### src/logic/flash_ctl_pkg.sv
// Package with register map, field layout, encodings and carriers of the flash controller.
package flash_ctl_pkg;

   // ------------------------------------------------------------
   // Register map (byte addresses on APB)
   // ------------------------------------------------------------
   localparam logic [7:0] CTRL_OFS   = 8'h00;
   localparam logic [7:0] CLKCFG_OFS = 8'h04;
   localparam logic [7:0] STATUS_OFS = 8'h08;

   // ------------------------------------------------------------
   // Field positions
   // ------------------------------------------------------------
   localparam int CTRL_ERASE   = 0;
   localparam int CTRL_MASS    = 1;
   localparam int CTRL_GMASS   = 2;
   localparam int CTRL_ARRSEL  = 3;
   localparam int CTRL_WREN    = 6;
   localparam int CTRL_BLKWR   = 7;
   localparam int CLK_SRC_LO   = 0;
   localparam int CLK_DIV_LO   = 2;
   localparam int CLK_DIV_W    = 6;
   localparam int ST_BUSY      = 0;
   localparam int ST_LOCK      = 1;
   localparam int ST_ACCV      = 2;
   localparam int ST_WAIT      = 3;

   // ------------------------------------------------------------
   // Reset values and encodings
   // ------------------------------------------------------------
   localparam logic [7:0]  CTRL_RST   = 8'h00;
   localparam logic [7:0]  CLKCFG_RST = 8'h00;
   localparam logic        LOCK_RST   = 1'b1;
   localparam logic [15:0] JMP_SELF   = 16'h3FFF;
   localparam int          TAIL_TICKS = 3;

   // Timing-generator frequency window that software must respect.
   localparam int FTG_MIN_KHZ = 257;
   localparam int FTG_MAX_KHZ = 476;

   typedef enum logic [1:0] {
      SRC_AUX  = 2'b00,
      SRC_SUB  = 2'b01,
      SRC_MAIN = 2'b10
   } clk_src_t;

   typedef enum logic [1:0] {
      VAR_BASIC = 2'b00,
      VAR_DUAL  = 2'b01,
      VAR_LOCK  = 2'b10
   } variant_t;

   // ------------------------------------------------------------
   // Carriers
   // ------------------------------------------------------------
   typedef struct packed {
      logic        req;
      logic        we;
      logic        fetch;
      logic        from_flash;
      logic [15:0] addr;
      logic [15:0] wdata;
   } cpu_req_t;

   typedef struct packed {
      logic        tgen_on;
      logic        prog_v_on;
      logic        erase_v_on;
      logic        erase_seg;
      logic        erase_main;
      logic        erase_info;
      logic        erase_both;
      logic        arr_sel;
      logic [15:0] addr;
      logic [15:0] clr_mask;
   } arr_ctl_t;

endpackage

### src/logic/flash_program_erase_controller.sv
// Flash program/erase sequencer with APB registers and processor-side flash port.
`timescale 1ns/1ps
module flash_program_erase_controller #(
   parameter flash_ctl_pkg::variant_t VARIANT = flash_ctl_pkg::VAR_BASIC,
   parameter logic [15:0] INFO_BASE      = 16'h1000,
   parameter logic [15:0] INFO_END       = 16'h10FF,
   parameter logic [15:0] INFOA_BASE     = 16'h1080,
   parameter logic [15:0] MAIN_BASE      = 16'h4000,
   parameter logic [15:0] ARR1_BASE      = 16'hA000,
   parameter logic [15:0] ERASE_TICKS    = 16'd4800,
   parameter logic [15:0] WORD_TICKS     = 16'd35,
   parameter logic [15:0] BLK_WORD_TICKS = 16'd30,
   parameter logic [15:0] BLK_END_TICKS  = 16'd6
) (
   input  wire logic                    clk,
   input  wire logic                    rstn,
   input  wire logic                    psel,
   input  wire logic                    penable,
   input  wire logic                    pwrite,
   input  wire logic [7:0]              paddr,
   input  wire logic [31:0]             pwdata,
   output logic [31:0]                  prdata,
   output logic                         pready,
   output logic                         pslverr,
   input  wire logic                    aux_clk_tick,
   input  wire logic                    sub_main_clock_tick,
   input  wire flash_ctl_pkg::cpu_req_t cpu,
   output logic [15:0]                  cpu_rdata,
   output logic                         cpu_stall,
   input  wire logic [15:0]             arr_rdata,
   output flash_ctl_pkg::arr_ctl_t      arr
);

   // ------------------------------------------------------------
   // State and storage
   // ------------------------------------------------------------
   typedef enum logic [2:0] {
      ST_IDLE  = 3'b000,
      ST_ERASE = 3'b001,
      ST_WRITE = 3'b010,
      ST_BPROG = 3'b011,
      ST_BWAIT = 3'b100,
      ST_BEND  = 3'b101
   } fsm_t;

   fsm_t        state_q;
   fsm_t        state_d;
   logic [7:0]  ctrl_q;
   logic [7:0]  clkcfg_q;
   logic        info_seg_lock_q;
   logic        access_violation_flag_q;
   logic        stall_mode_q;
   logic [15:0] tick_cnt_q;
   logic [5:0]  div_cnt_q;
   logic [15:0] op_addr_q;
   logic [15:0] op_mask_q;
   logic        busy;
   logic        ftg_tick;
   logic        src_tick;
   logic        apb_wr;
   logic        addr_ok;
   logic        op_done;
   logic        cpu_flash;
   logic        start_erase;
   logic        start_word;
   logic        start_block;
   logic        blk_next;
   logic        violation;

   wire logic global_mass_erase_sel = ctrl_q[flash_ctl_pkg::CTRL_GMASS];
   wire logic mass_erase_sel        = ctrl_q[flash_ctl_pkg::CTRL_MASS];
   wire logic erase_sel             = ctrl_q[flash_ctl_pkg::CTRL_ERASE];
   wire logic write_enable_bit      = ctrl_q[flash_ctl_pkg::CTRL_WREN];
   wire logic block_write_sel       = ctrl_q[flash_ctl_pkg::CTRL_BLKWR];
   wire logic [5:0] timing_clock_divider =
      clkcfg_q[flash_ctl_pkg::CLK_DIV_LO +: flash_ctl_pkg::CLK_DIV_W];

   // ------------------------------------------------------------
   // Address decode helpers
   // ------------------------------------------------------------
   function automatic logic in_info(input logic [15:0] a);
      in_info = (a >= INFO_BASE) && (a <= INFO_END);
   endfunction

   function automatic logic in_main(input logic [15:0] a);
      in_main = (a >= MAIN_BASE);
   endfunction

   function automatic logic array_of(input logic [15:0] a);
      array_of = (VARIANT == flash_ctl_pkg::VAR_DUAL) && (a >= ARR1_BASE);
   endfunction

   // Info memory is writable unless it is the locked upper segment from INFOA_BASE in the VAR_LOCK variant.
   function automatic logic info_open(input logic [15:0] a, input logic lk);
      info_open = !((VARIANT == flash_ctl_pkg::VAR_LOCK) && lk && (a >= INFOA_BASE));
   endfunction

   // Dummy-write range check for the selected erase mode.
   function automatic logic erase_range(input logic [15:0] a, input logic [7:0] c,
                                        input logic lk);
      logic g;
      logic m;
      logic e;
      logic arr_hit;
      g = c[flash_ctl_pkg::CTRL_GMASS] && (VARIANT == flash_ctl_pkg::VAR_DUAL);
      m = c[flash_ctl_pkg::CTRL_MASS];
      e = c[flash_ctl_pkg::CTRL_ERASE];
      arr_hit = g || (array_of(a) == c[flash_ctl_pkg::CTRL_ARRSEL]);
      if (!m && e) begin
         erase_range = in_main(a) || (in_info(a) && info_open(a, lk));
      end else if (m && !e) begin
         erase_range = in_main(a) && arr_hit;
      end else if (m && e) begin
         erase_range = (in_main(a) && arr_hit) ||
                       (in_info(a) && !array_of(a) &&
                        !((VARIANT == flash_ctl_pkg::VAR_LOCK) && lk));
      end else begin
         erase_range = 1'b0;
      end
   endfunction

   // ------------------------------------------------------------
   // Processor request classification
   // ------------------------------------------------------------
   assign cpu_flash = cpu.req && (in_info(cpu.addr) || in_main(cpu.addr));
   assign addr_ok   = erase_range(cpu.addr, ctrl_q, info_seg_lock_q);

   assign start_erase = (state_q == ST_IDLE) && cpu_flash && cpu.we &&
                        (mass_erase_sel || erase_sel) && addr_ok;
   assign start_word  = (state_q == ST_IDLE) && cpu_flash && cpu.we &&
                        !mass_erase_sel && !erase_sel && write_enable_bit &&
                        !block_write_sel && (in_main(cpu.addr) ||
                        info_open(cpu.addr, info_seg_lock_q));
   assign start_block = (state_q == ST_IDLE) && cpu_flash && cpu.we && !cpu.from_flash &&
                        !mass_erase_sel && !erase_sel && write_enable_bit &&
                        block_write_sel && (in_main(cpu.addr) ||
                        info_open(cpu.addr, info_seg_lock_q));
   assign blk_next    = (state_q == ST_BWAIT) && cpu_flash && cpu.we && block_write_sel;

   assign violation = (busy && !stall_mode_q && cpu_flash && !blk_next) ||
                      ((state_q == ST_IDLE) && cpu_flash && cpu.we && !write_enable_bit &&
                       !mass_erase_sel && !erase_sel);

   // ------------------------------------------------------------
   // Timing generator
   // ------------------------------------------------------------
   // source select
   always_comb begin
      case (flash_ctl_pkg::clk_src_t'(clkcfg_q[flash_ctl_pkg::CLK_SRC_LO +: 2]))
         flash_ctl_pkg::SRC_AUX:  src_tick = aux_clk_tick;
         flash_ctl_pkg::SRC_SUB:  src_tick = sub_main_clock_tick;
         flash_ctl_pkg::SRC_MAIN: src_tick = 1'b1;
         default:                 src_tick = 1'b1;
      endcase
   end

   always_ff @(posedge clk) begin
      if (!rstn || !busy) begin
         div_cnt_q <= 6'h00;
      end else if (src_tick) begin
         div_cnt_q <= (div_cnt_q == timing_clock_divider) ? 6'h00 : div_cnt_q + 6'h01;
      end
   end

   assign ftg_tick = busy && src_tick && (div_cnt_q == timing_clock_divider);

   // ------------------------------------------------------------
   // Sequencer
   // ------------------------------------------------------------
   always_comb begin
      state_d = state_q;
      op_done = 1'b0;
      case (state_q)
         ST_IDLE: begin
            if (start_erase) begin
               state_d = ST_ERASE;
            end else if (start_word) begin
               state_d = ST_WRITE;
            end else if (start_block) begin
               state_d = ST_BPROG;
            end
         end
         ST_ERASE: begin
            if (ftg_tick && tick_cnt_q == ERASE_TICKS - 16'd1) begin
               state_d = ST_IDLE;
               op_done = 1'b1;
            end
         end
         ST_WRITE: begin
            if (ftg_tick && tick_cnt_q == WORD_TICKS - 16'd1) begin
               state_d = ST_IDLE;
               op_done = 1'b1;
            end
         end
         ST_BPROG: begin
            if (ftg_tick && tick_cnt_q == BLK_WORD_TICKS - 16'd1) begin
               state_d = ST_BWAIT;
            end
         end
         ST_BWAIT: begin
            if (blk_next) begin
               state_d = ST_BPROG;
            end else if (!block_write_sel) begin
               state_d = ST_BEND;
            end
         end
         ST_BEND: begin
            if (ftg_tick && tick_cnt_q == BLK_END_TICKS - 16'd1) begin
               state_d = ST_IDLE;
               op_done = 1'b1;
            end
         end
         default: state_d = ST_IDLE;
      endcase
   end

   always_ff @(posedge clk) begin
      if (!rstn) begin
         state_q <= ST_IDLE;
      end else begin
         state_q <= state_d;
      end
   end

   always_ff @(posedge clk) begin
      if (!rstn || state_d != state_q) begin
         tick_cnt_q <= 16'h0000;
      end else if (ftg_tick) begin
         tick_cnt_q <= tick_cnt_q + 16'd1;
      end
   end

   // Operation address and clear mask are captured at the starting write and at each further block write.
   always_ff @(posedge clk) begin
      if (!rstn) begin
         op_addr_q <= 16'h0000;
         op_mask_q <= 16'h0000;
      end else if (start_erase || start_word || start_block || blk_next) begin
         op_addr_q <= cpu.addr;
         op_mask_q <= ~cpu.wdata;
      end
   end

   always_ff @(posedge clk) begin
      if (!rstn) begin
         stall_mode_q <= 1'b0;
      end else if (start_erase || start_word) begin
         stall_mode_q <= cpu.from_flash;
      end else if (op_done) begin
         stall_mode_q <= 1'b0;
      end
   end

   assign busy = (state_q != ST_IDLE);

   // ------------------------------------------------------------
   // Array control and processor read path
   // ------------------------------------------------------------
   // read mode when idle
   assign arr.tgen_on    = busy;
   assign arr.prog_v_on  = (state_q == ST_WRITE &&
                            tick_cnt_q < WORD_TICKS - 16'(flash_ctl_pkg::TAIL_TICKS)) ||
                           state_q == ST_BPROG || state_q == ST_BWAIT;
   assign arr.erase_v_on = (state_q == ST_ERASE);
   assign arr.erase_seg  = erase_sel && !mass_erase_sel;
   assign arr.erase_main = mass_erase_sel;
   assign arr.erase_info = (mass_erase_sel && erase_sel &&
                            !((VARIANT == flash_ctl_pkg::VAR_LOCK) && info_seg_lock_q)) ||
                           (!mass_erase_sel && erase_sel && in_info(op_addr_q));
   assign arr.erase_both = global_mass_erase_sel && mass_erase_sel &&
                           (VARIANT == flash_ctl_pkg::VAR_DUAL);
   assign arr.arr_sel    = ctrl_q[flash_ctl_pkg::CTRL_ARRSEL];
   assign arr.addr       = busy ? op_addr_q : cpu.addr;
   assign arr.clr_mask   = op_mask_q;

   assign cpu_stall = busy && stall_mode_q;
   assign cpu_rdata = (cpu_stall && cpu.fetch) ? flash_ctl_pkg::JMP_SELF : arr_rdata;

   // ------------------------------------------------------------
   // APB slave
   // ------------------------------------------------------------
   assign pready  = 1'b1;
   assign apb_wr  = psel && penable && pwrite;
   assign pslverr = psel && penable && (paddr != flash_ctl_pkg::CTRL_OFS) &&
                    (paddr != flash_ctl_pkg::CLKCFG_OFS) &&
                    (paddr != flash_ctl_pkg::STATUS_OFS);

   always_comb begin
      case (paddr)
         flash_ctl_pkg::CTRL_OFS:   prdata = {24'h000000, ctrl_q};
         flash_ctl_pkg::CLKCFG_OFS: prdata = {24'h000000, clkcfg_q};
         flash_ctl_pkg::STATUS_OFS: prdata = {28'h0000000, state_q == ST_BWAIT,
                                              access_violation_flag_q,
                                              info_seg_lock_q, busy};
         default:                   prdata = 32'h00000000;
      endcase
   end

   // Mode bits are frozen while busy, except that erase bits clear at completion and block-write and write-enable bits are writable in block programming.
   always_ff @(posedge clk) begin
      if (!rstn) begin
         ctrl_q <= flash_ctl_pkg::CTRL_RST;
      end else if (op_done) begin
         ctrl_q[flash_ctl_pkg::CTRL_GMASS] <= 1'b0;
         ctrl_q[flash_ctl_pkg::CTRL_MASS]  <= 1'b0;
         ctrl_q[flash_ctl_pkg::CTRL_ERASE] <= 1'b0;
      end else if (apb_wr && paddr == flash_ctl_pkg::CTRL_OFS) begin
         if (!busy) begin
            ctrl_q <= pwdata[7:0];
         end else if (state_q == ST_BPROG || state_q == ST_BWAIT) begin
            ctrl_q[flash_ctl_pkg::CTRL_BLKWR] <= pwdata[flash_ctl_pkg::CTRL_BLKWR];
            ctrl_q[flash_ctl_pkg::CTRL_WREN]  <= pwdata[flash_ctl_pkg::CTRL_WREN];
         end
      end
   end

   always_ff @(posedge clk) begin
      if (!rstn) begin
         clkcfg_q <= flash_ctl_pkg::CLKCFG_RST;
      end else if (apb_wr && paddr == flash_ctl_pkg::CLKCFG_OFS && !busy) begin
         clkcfg_q <= pwdata[7:0];
      end
   end

   always_ff @(posedge clk) begin
      if (!rstn) begin
         info_seg_lock_q <= flash_ctl_pkg::LOCK_RST;
      end else if (apb_wr && paddr == flash_ctl_pkg::STATUS_OFS &&
                   pwdata[flash_ctl_pkg::ST_LOCK] && !busy) begin
         info_seg_lock_q <= ~info_seg_lock_q;
      end
   end

   // Violation flag is write-one-to-clear; a new violation wins over the clear.
   always_ff @(posedge clk) begin
      if (!rstn) begin
         access_violation_flag_q <= 1'b0;
      end else if (violation) begin
         access_violation_flag_q <= 1'b1;
      end else if (apb_wr && paddr == flash_ctl_pkg::STATUS_OFS &&
                   pwdata[flash_ctl_pkg::ST_ACCV]) begin
         access_violation_flag_q <= 1'b0;
      end
   end

   // ------------------------------------------------------------
   // Assertions
   // ------------------------------------------------------------
   property p_idle_read;
      @(posedge clk) disable iff (!rstn)
      !busy |-> !arr.tgen_on && !arr.prog_v_on && !arr.erase_v_on;
   endproperty
   a_idle_read: assert property (p_idle_read) else $error("generators on while idle");

   property p_busy_after_erase;
      @(posedge clk) disable iff (!rstn)
      start_erase |=> busy && arr.erase_v_on;
   endproperty
   a_busy_after_erase: assert property (p_busy_after_erase) else $error("no busy after erase");

   property p_clear_modes;
      @(posedge clk) disable iff (!rstn)
      (state_q == ST_ERASE && state_d == ST_IDLE) |=>
         !busy && !mass_erase_sel && !erase_sel && !global_mass_erase_sel;
   endproperty
   a_clear_modes: assert property (p_clear_modes) else $error("mode bits kept at end");

   property p_ignore_stray;
      @(posedge clk) disable iff (!rstn)
      (state_q == ST_IDLE && cpu_flash && cpu.we && mass_erase_sel && !addr_ok) |=>
         !busy && !$rose(access_violation_flag_q);
   endproperty
   a_ignore_stray: assert property (p_ignore_stray) else $error("stray dummy write acted");

   property p_stall_fetch;
      @(posedge clk) disable iff (!rstn)
      (cpu_stall && cpu.fetch) |-> cpu_rdata == 16'h3FFF;
   endproperty
   a_stall_fetch: assert property (p_stall_fetch) else $error("stalled fetch not 3FFF");

   property p_flash_stall;
      @(posedge clk) disable iff (!rstn)
      (start_word && cpu.from_flash) |=> cpu_stall throughout (busy [*2]);
   endproperty
   a_flash_stall: assert property (p_flash_stall) else $error("flash write did not stall");

   property p_ram_violation;
      @(posedge clk) disable iff (!rstn)
      (busy && !cpu_stall && cpu_flash && !blk_next) |=> access_violation_flag_q;
   endproperty
   a_ram_violation: assert property (p_ram_violation) else $error("busy access not flagged");

   property p_wren_low;
      @(posedge clk) disable iff (!rstn)
      (state_q == ST_IDLE && cpu_flash && cpu.we && !write_enable_bit && !mass_erase_sel &&
       !erase_sel) |=> access_violation_flag_q && !busy;
   endproperty
   a_wren_low: assert property (p_wren_low) else $error("write with enable low accepted");

   property p_word_tail;
      @(posedge clk) disable iff (!rstn)
      (state_q == ST_WRITE && tick_cnt_q >= WORD_TICKS - 16'd3) |-> !arr.prog_v_on;
   endproperty
   a_word_tail: assert property (p_word_tail) else $error("voltage in word tail");

   property p_lock_toggle;
      @(posedge clk) disable iff (!rstn)
      (apb_wr && paddr == flash_ctl_pkg::STATUS_OFS && !busy) |=>
         info_seg_lock_q == ($past(info_seg_lock_q) ^ $past(pwdata[1]));
   endproperty
   a_lock_toggle: assert property (p_lock_toggle) else $error("lock bit wrong after write");

endmodule

### config.mk
export PLATFORM = sky130hd
export DESIGN_NAME = flash_program_erase_controller
export DESIGN_NICKNAME = d
export VERILOG_FILES = /design/src/logic/flash_ctl_pkg.sv /design/src/logic/flash_program_erase_controller.sv
export SDC_FILE = /design/constraint.sdc
export NUM_CORES = 1
export LEC_CHECK = 0
export BUFFER_PORTS_ARGS = -buffer_cell sky130_fd_sc_hd__buf_2
export CORE_UTILIZATION = 45
export CTS_BUF_LIST = sky130_fd_sc_hd__clkbuf_8
export CTS_CLUSTER_DIAMETER = 100
export CTS_CLUSTER_SIZE = 40
export DETAILED_ROUTE_END_ITERATION = 10
export PLACE_DENSITY = 0.87
export SLEW_MARGIN = 40
export SYNTH_ARGS = -nofsm -noshare
export SYNTH_HDL_FRONTEND = slang
export SYNTH_SLANG_ARGS = --single-unit
### constraint.sdc
create_clock -name clk -period 1.9 [get_ports clk]
set_clock_uncertainty 0.2 [all_clocks]
set_input_delay 0.38 -clock clk [delete_from_list [all_inputs] [get_ports clk]]
set_output_delay 0.38 -clock clk [all_outputs]
set_load 0.02 [all_outputs]
==> impl_metrics.py <==
metrics = {
    "outcome": {
        "status": "finished with violations",
        "failed_checks": "negative setup slack",
    },
    "cts": {
        "cts_sinks": 76,
        "cts_buffers": 9,
        "path_clk_slew_ps": 90,
        "htreeDepth": 3,
        "clock_tree.root_cell": "clkbuf_8",
        "clk_latency_ps": 360,
        "clk_path_buf_depth": 2,
        "cts_tree": "built",
        "hold_buffers": 0,
    },
    "sta": {
        "fmax_ghz": 0.381,
        "finalHoldViolCount": 0,
        "timing.final.crit_share": 1.38,
        "fin_crit_ps": 2630,
        "rsz0062_at_grt": "yes",
        "setup_tns_ps": -41780,
        "maxSlewViolCount": 0,
        "timing.final.ws_setup_ps": -727,
        "setup_violations": 110,
    },
    "routing": {
        "wl_per_cell_microns": 21.2,
        "drtPass1Iterations": 8,
        "vias": 5451,
        "route.detailed.drc": 0,
        "via_per_inst": 5.92,
        "first_iter_violations": 522,
        "antenna_left": 0,
        "drt_wl_total_mm": 19.6,
    },
    "floorplan": {
        "initial_core_util": 0.465,
        "dieWidth_microns": 103,
        "num_rows": 36,
        "die_h_microns": 103,
        "dieArea_sq_um": 10600,
        "core_area_sq_um": 9820,
        "io_pins": 190,
    },
    "global_routing": {
        "grt_util_met2": 0.514,
        "grt_pass1_wl_mm": 24.1,
        "grt_max_degree": 30,
        "grt_use_met1": 0.321,
        "gr-usage-all-layers": 0.296,
        "grt_pass1_vias": 4963,
        "antenna_found_initial": 0,
        "use_met3": 0.0698,
        "busiest_layer": "met2",
        "grt_overflow_total": 0,
    },
    "placement": {
        "port_buffers": 139,
        "gp_congestion": 0.962,
        "dpl.hpwl_mm": 10.1,
    },
    "pwr": {
        "leakage_nw": 3.63,
        "power_density_nw_per_um2": 462,
        "vdd_drop_max_mv": 0.361,
        "power_w": 0.00354,
    },
    "synthesis": {
        "synthArstFlopShare": 0,
        "syn_area_sq_um": 4570,
        "netlist_instances": 534,
        "synth_enable_flop_cells": 0,
        "yosysWarnings": 0,
        "ys_seq_elements": 76,
        "synth.distinct_cells": 63,
        "postSynthAreaPerCell_sq_um": 8.55,
        "synth_top_flop_cell": "dfxtp_1",
        "synth-seq-area-share": 0.333,
    },
    "hold_path": {
        "min_to": "op_mask_q[8]",
        "worstHoldPathCells": 3,
        "min_from": "cpu[8]",
        "hp-class": "in -> reg",
    },
    "critical_path": {
        "path_max_fanout": 3,
        "ff2ff_path_depth": 8,
        "critPathRequiredTime_ps": 1320,
        "rrSetupSlack_ps": -630,
        "r2r_start": "tick_cnt_q[0]",
        "path_class": "reg -> out",
        "startpoint_type": "register",
        "r2r_end": "tick_cnt_q[10]",
        "end_kind": "output port",
        "crit_arrival_ps": 2050,
    },
    "finish": {
        "multi_input_area_sq_um": 3450,
        "area_growth_pct": 67.6,
        "nFillCells": 490,
        "regArea_sq_um": 1540,
        "final_nets": 885,
        "drive_gt1_frac": 0.555,
        "final_common_cell": "buf_4",
        "final_cell_mix": "buf_4 (97), buf_2 (91), buf_6 (70)",
    },
    "job": {
        "drv_cap": 0,
    },
}
[worst max-delay path: stages, from the launching register on]
cell	delay, ps
dfxtp_1	360
nor4_4	380
nand2_1	150
nor4_1	300
nor2_1	110
o21ai_2	210
buf_4	180
[state kept, by name, summed over array words and instances (netlist names)]
name and count:
op_addr_q 16, div_cnt_q 6, access_violation_flag_q 1, state_q 3
ctrl_q 8, op_mask_q 16, clkcfg_q 8, info_seg_lock_q 1
stall_mode_q 1, tick_cnt_q 16
[per-stage QoR]
| step | setup slack (ps) | cell area [sq um] | util | hold WS (ps) | cells |
|---|---|---|---|---|---|
| 2_1_floorplan | -109 | 4770 | - | 255 | 558 |
| 3_3_place_gp | -375 | 6020 | 0.613 | 275 | 869 |
| 3_5_place_dp | -463 | 6020 | 0.613 | 285 | 869 |
| 4_1_cts | -479 | 6850 | 0.697 | 79.1 | 908 |
| 5_1_grt | -760 | 7650 | 0.780 | 80.5 | 920 |
| 6_report | -727 | 7660 | 0.780 | 88.4 | 921 |
[routing by layer]
metal / vias up / part of all wire
li1: 2283 / -
met1: 2511 / 0.33
met2: 482 / 0.50
met3: 175 / 0.088
met4: 0 / 0.081
met5: - / 0
[repair_timing]
action,in CTS,in global routing
buffers inserted,19,10
gates cloned,5,3
endpoints found under the setup margin,112,123
pin swaps,47,48
resized for setup,98,172
[how the worst max path moves through the flow]
| stage | startpoint | end | slack, ps | cells past startpoint |
|---|---|---|---|---|
| finish | tick_cnt_q[12] | arr[38] | -730 | 6 |
| global placement | aux_clk_tick | tick_cnt_q[8] | -380 | 8 |
| global route | tick_cnt_q[12] | arr[38] | -760 | 6 |
| CTS | state_q[2] | cpu_rdata[15] | -480 | 8 |
| detailed placement | cpu[30] | op_addr_q[6] | -460 | 8 |
| floorplan | sub_main_clock_tick | tick_cnt_q[10] | -110 | 7 |
[power breakdown]
group / internal, W / switching [W] / total [W]
registers: 0.00159 / 0.00000136 / 0.00159
logic: 0.000241 / 0.000288 / 0.000529
clock network: 0.000746 / 0.000671 / 0.00142
total: 0.00258 / 0.000960 / 0.00354
[cells by family after synthesis]
| kind of cell | share of synthesized area |
|---|---|
| multiplexers | 0.0898 |
| AO/OA/AOI/OAI | 0.101 |
| XOR/XNOR | 0.0551 |
| buffers and inverters | 0.0901 |
| AND/OR/NAND/NOR | 0.318 |
| other | 0.00164 |
| adder cells (fa/ha/maj) | 0.0110 |
| flip-flops | 0.333 |
[cell type report]
| type | instances | share of cell area |
|---|---|---|
| clock buffer | 9 | 0.0162 |
| inverter | 8 | 0.00490 |
| timing repair buffer | 270 | 0.292 |
| antenna | 1 | 0.000327 |
| multi-input combinational | 417 | 0.450 |
| clock inverter | 7 | 0.0131 |
| sequential | 76 | 0.201 |
| tap | 133 | 0.0217 |
[synth_stat cells, types with 3 or more instances]
library cell / number / area share
nor3_2: 12 / 0.026
nor3b_1: 4 / 0.0066
nor2b_1: 34 / 0.047
dfxtp_1: 76 / 0.33
mux2i_1: 41 / 0.090
o211a_1: 16 / 0.035
or3_1: 3 / 0.0041
nand2_1: 88 / 0.072
ha_1: 4 / 0.011
buf_4: 33 / 0.054
buf_2: 8 / 0.0088
inv_1: 7 / 0.0058
xnor2_1: 16 / 0.031
xor2_1: 9 / 0.017
a21oi_1: 9 / 0.0099
and3_1: 4 / 0.0055
nor3_1: 10 / 0.011
nand4_1: 11 / 0.015
nand3_1: 14 / 0.015
nand2b_1: 16 / 0.022
o21ai_0: 5 / 0.0055
and4b_1: 3 / 0.0066
and2_1: 5 / 0.0068
clkbuf_1: 13 / 0.011
nor2_1: 35 / 0.029
nor4_1: 12 / 0.016
Note: power is estimated with default switching activity, not from simulation.
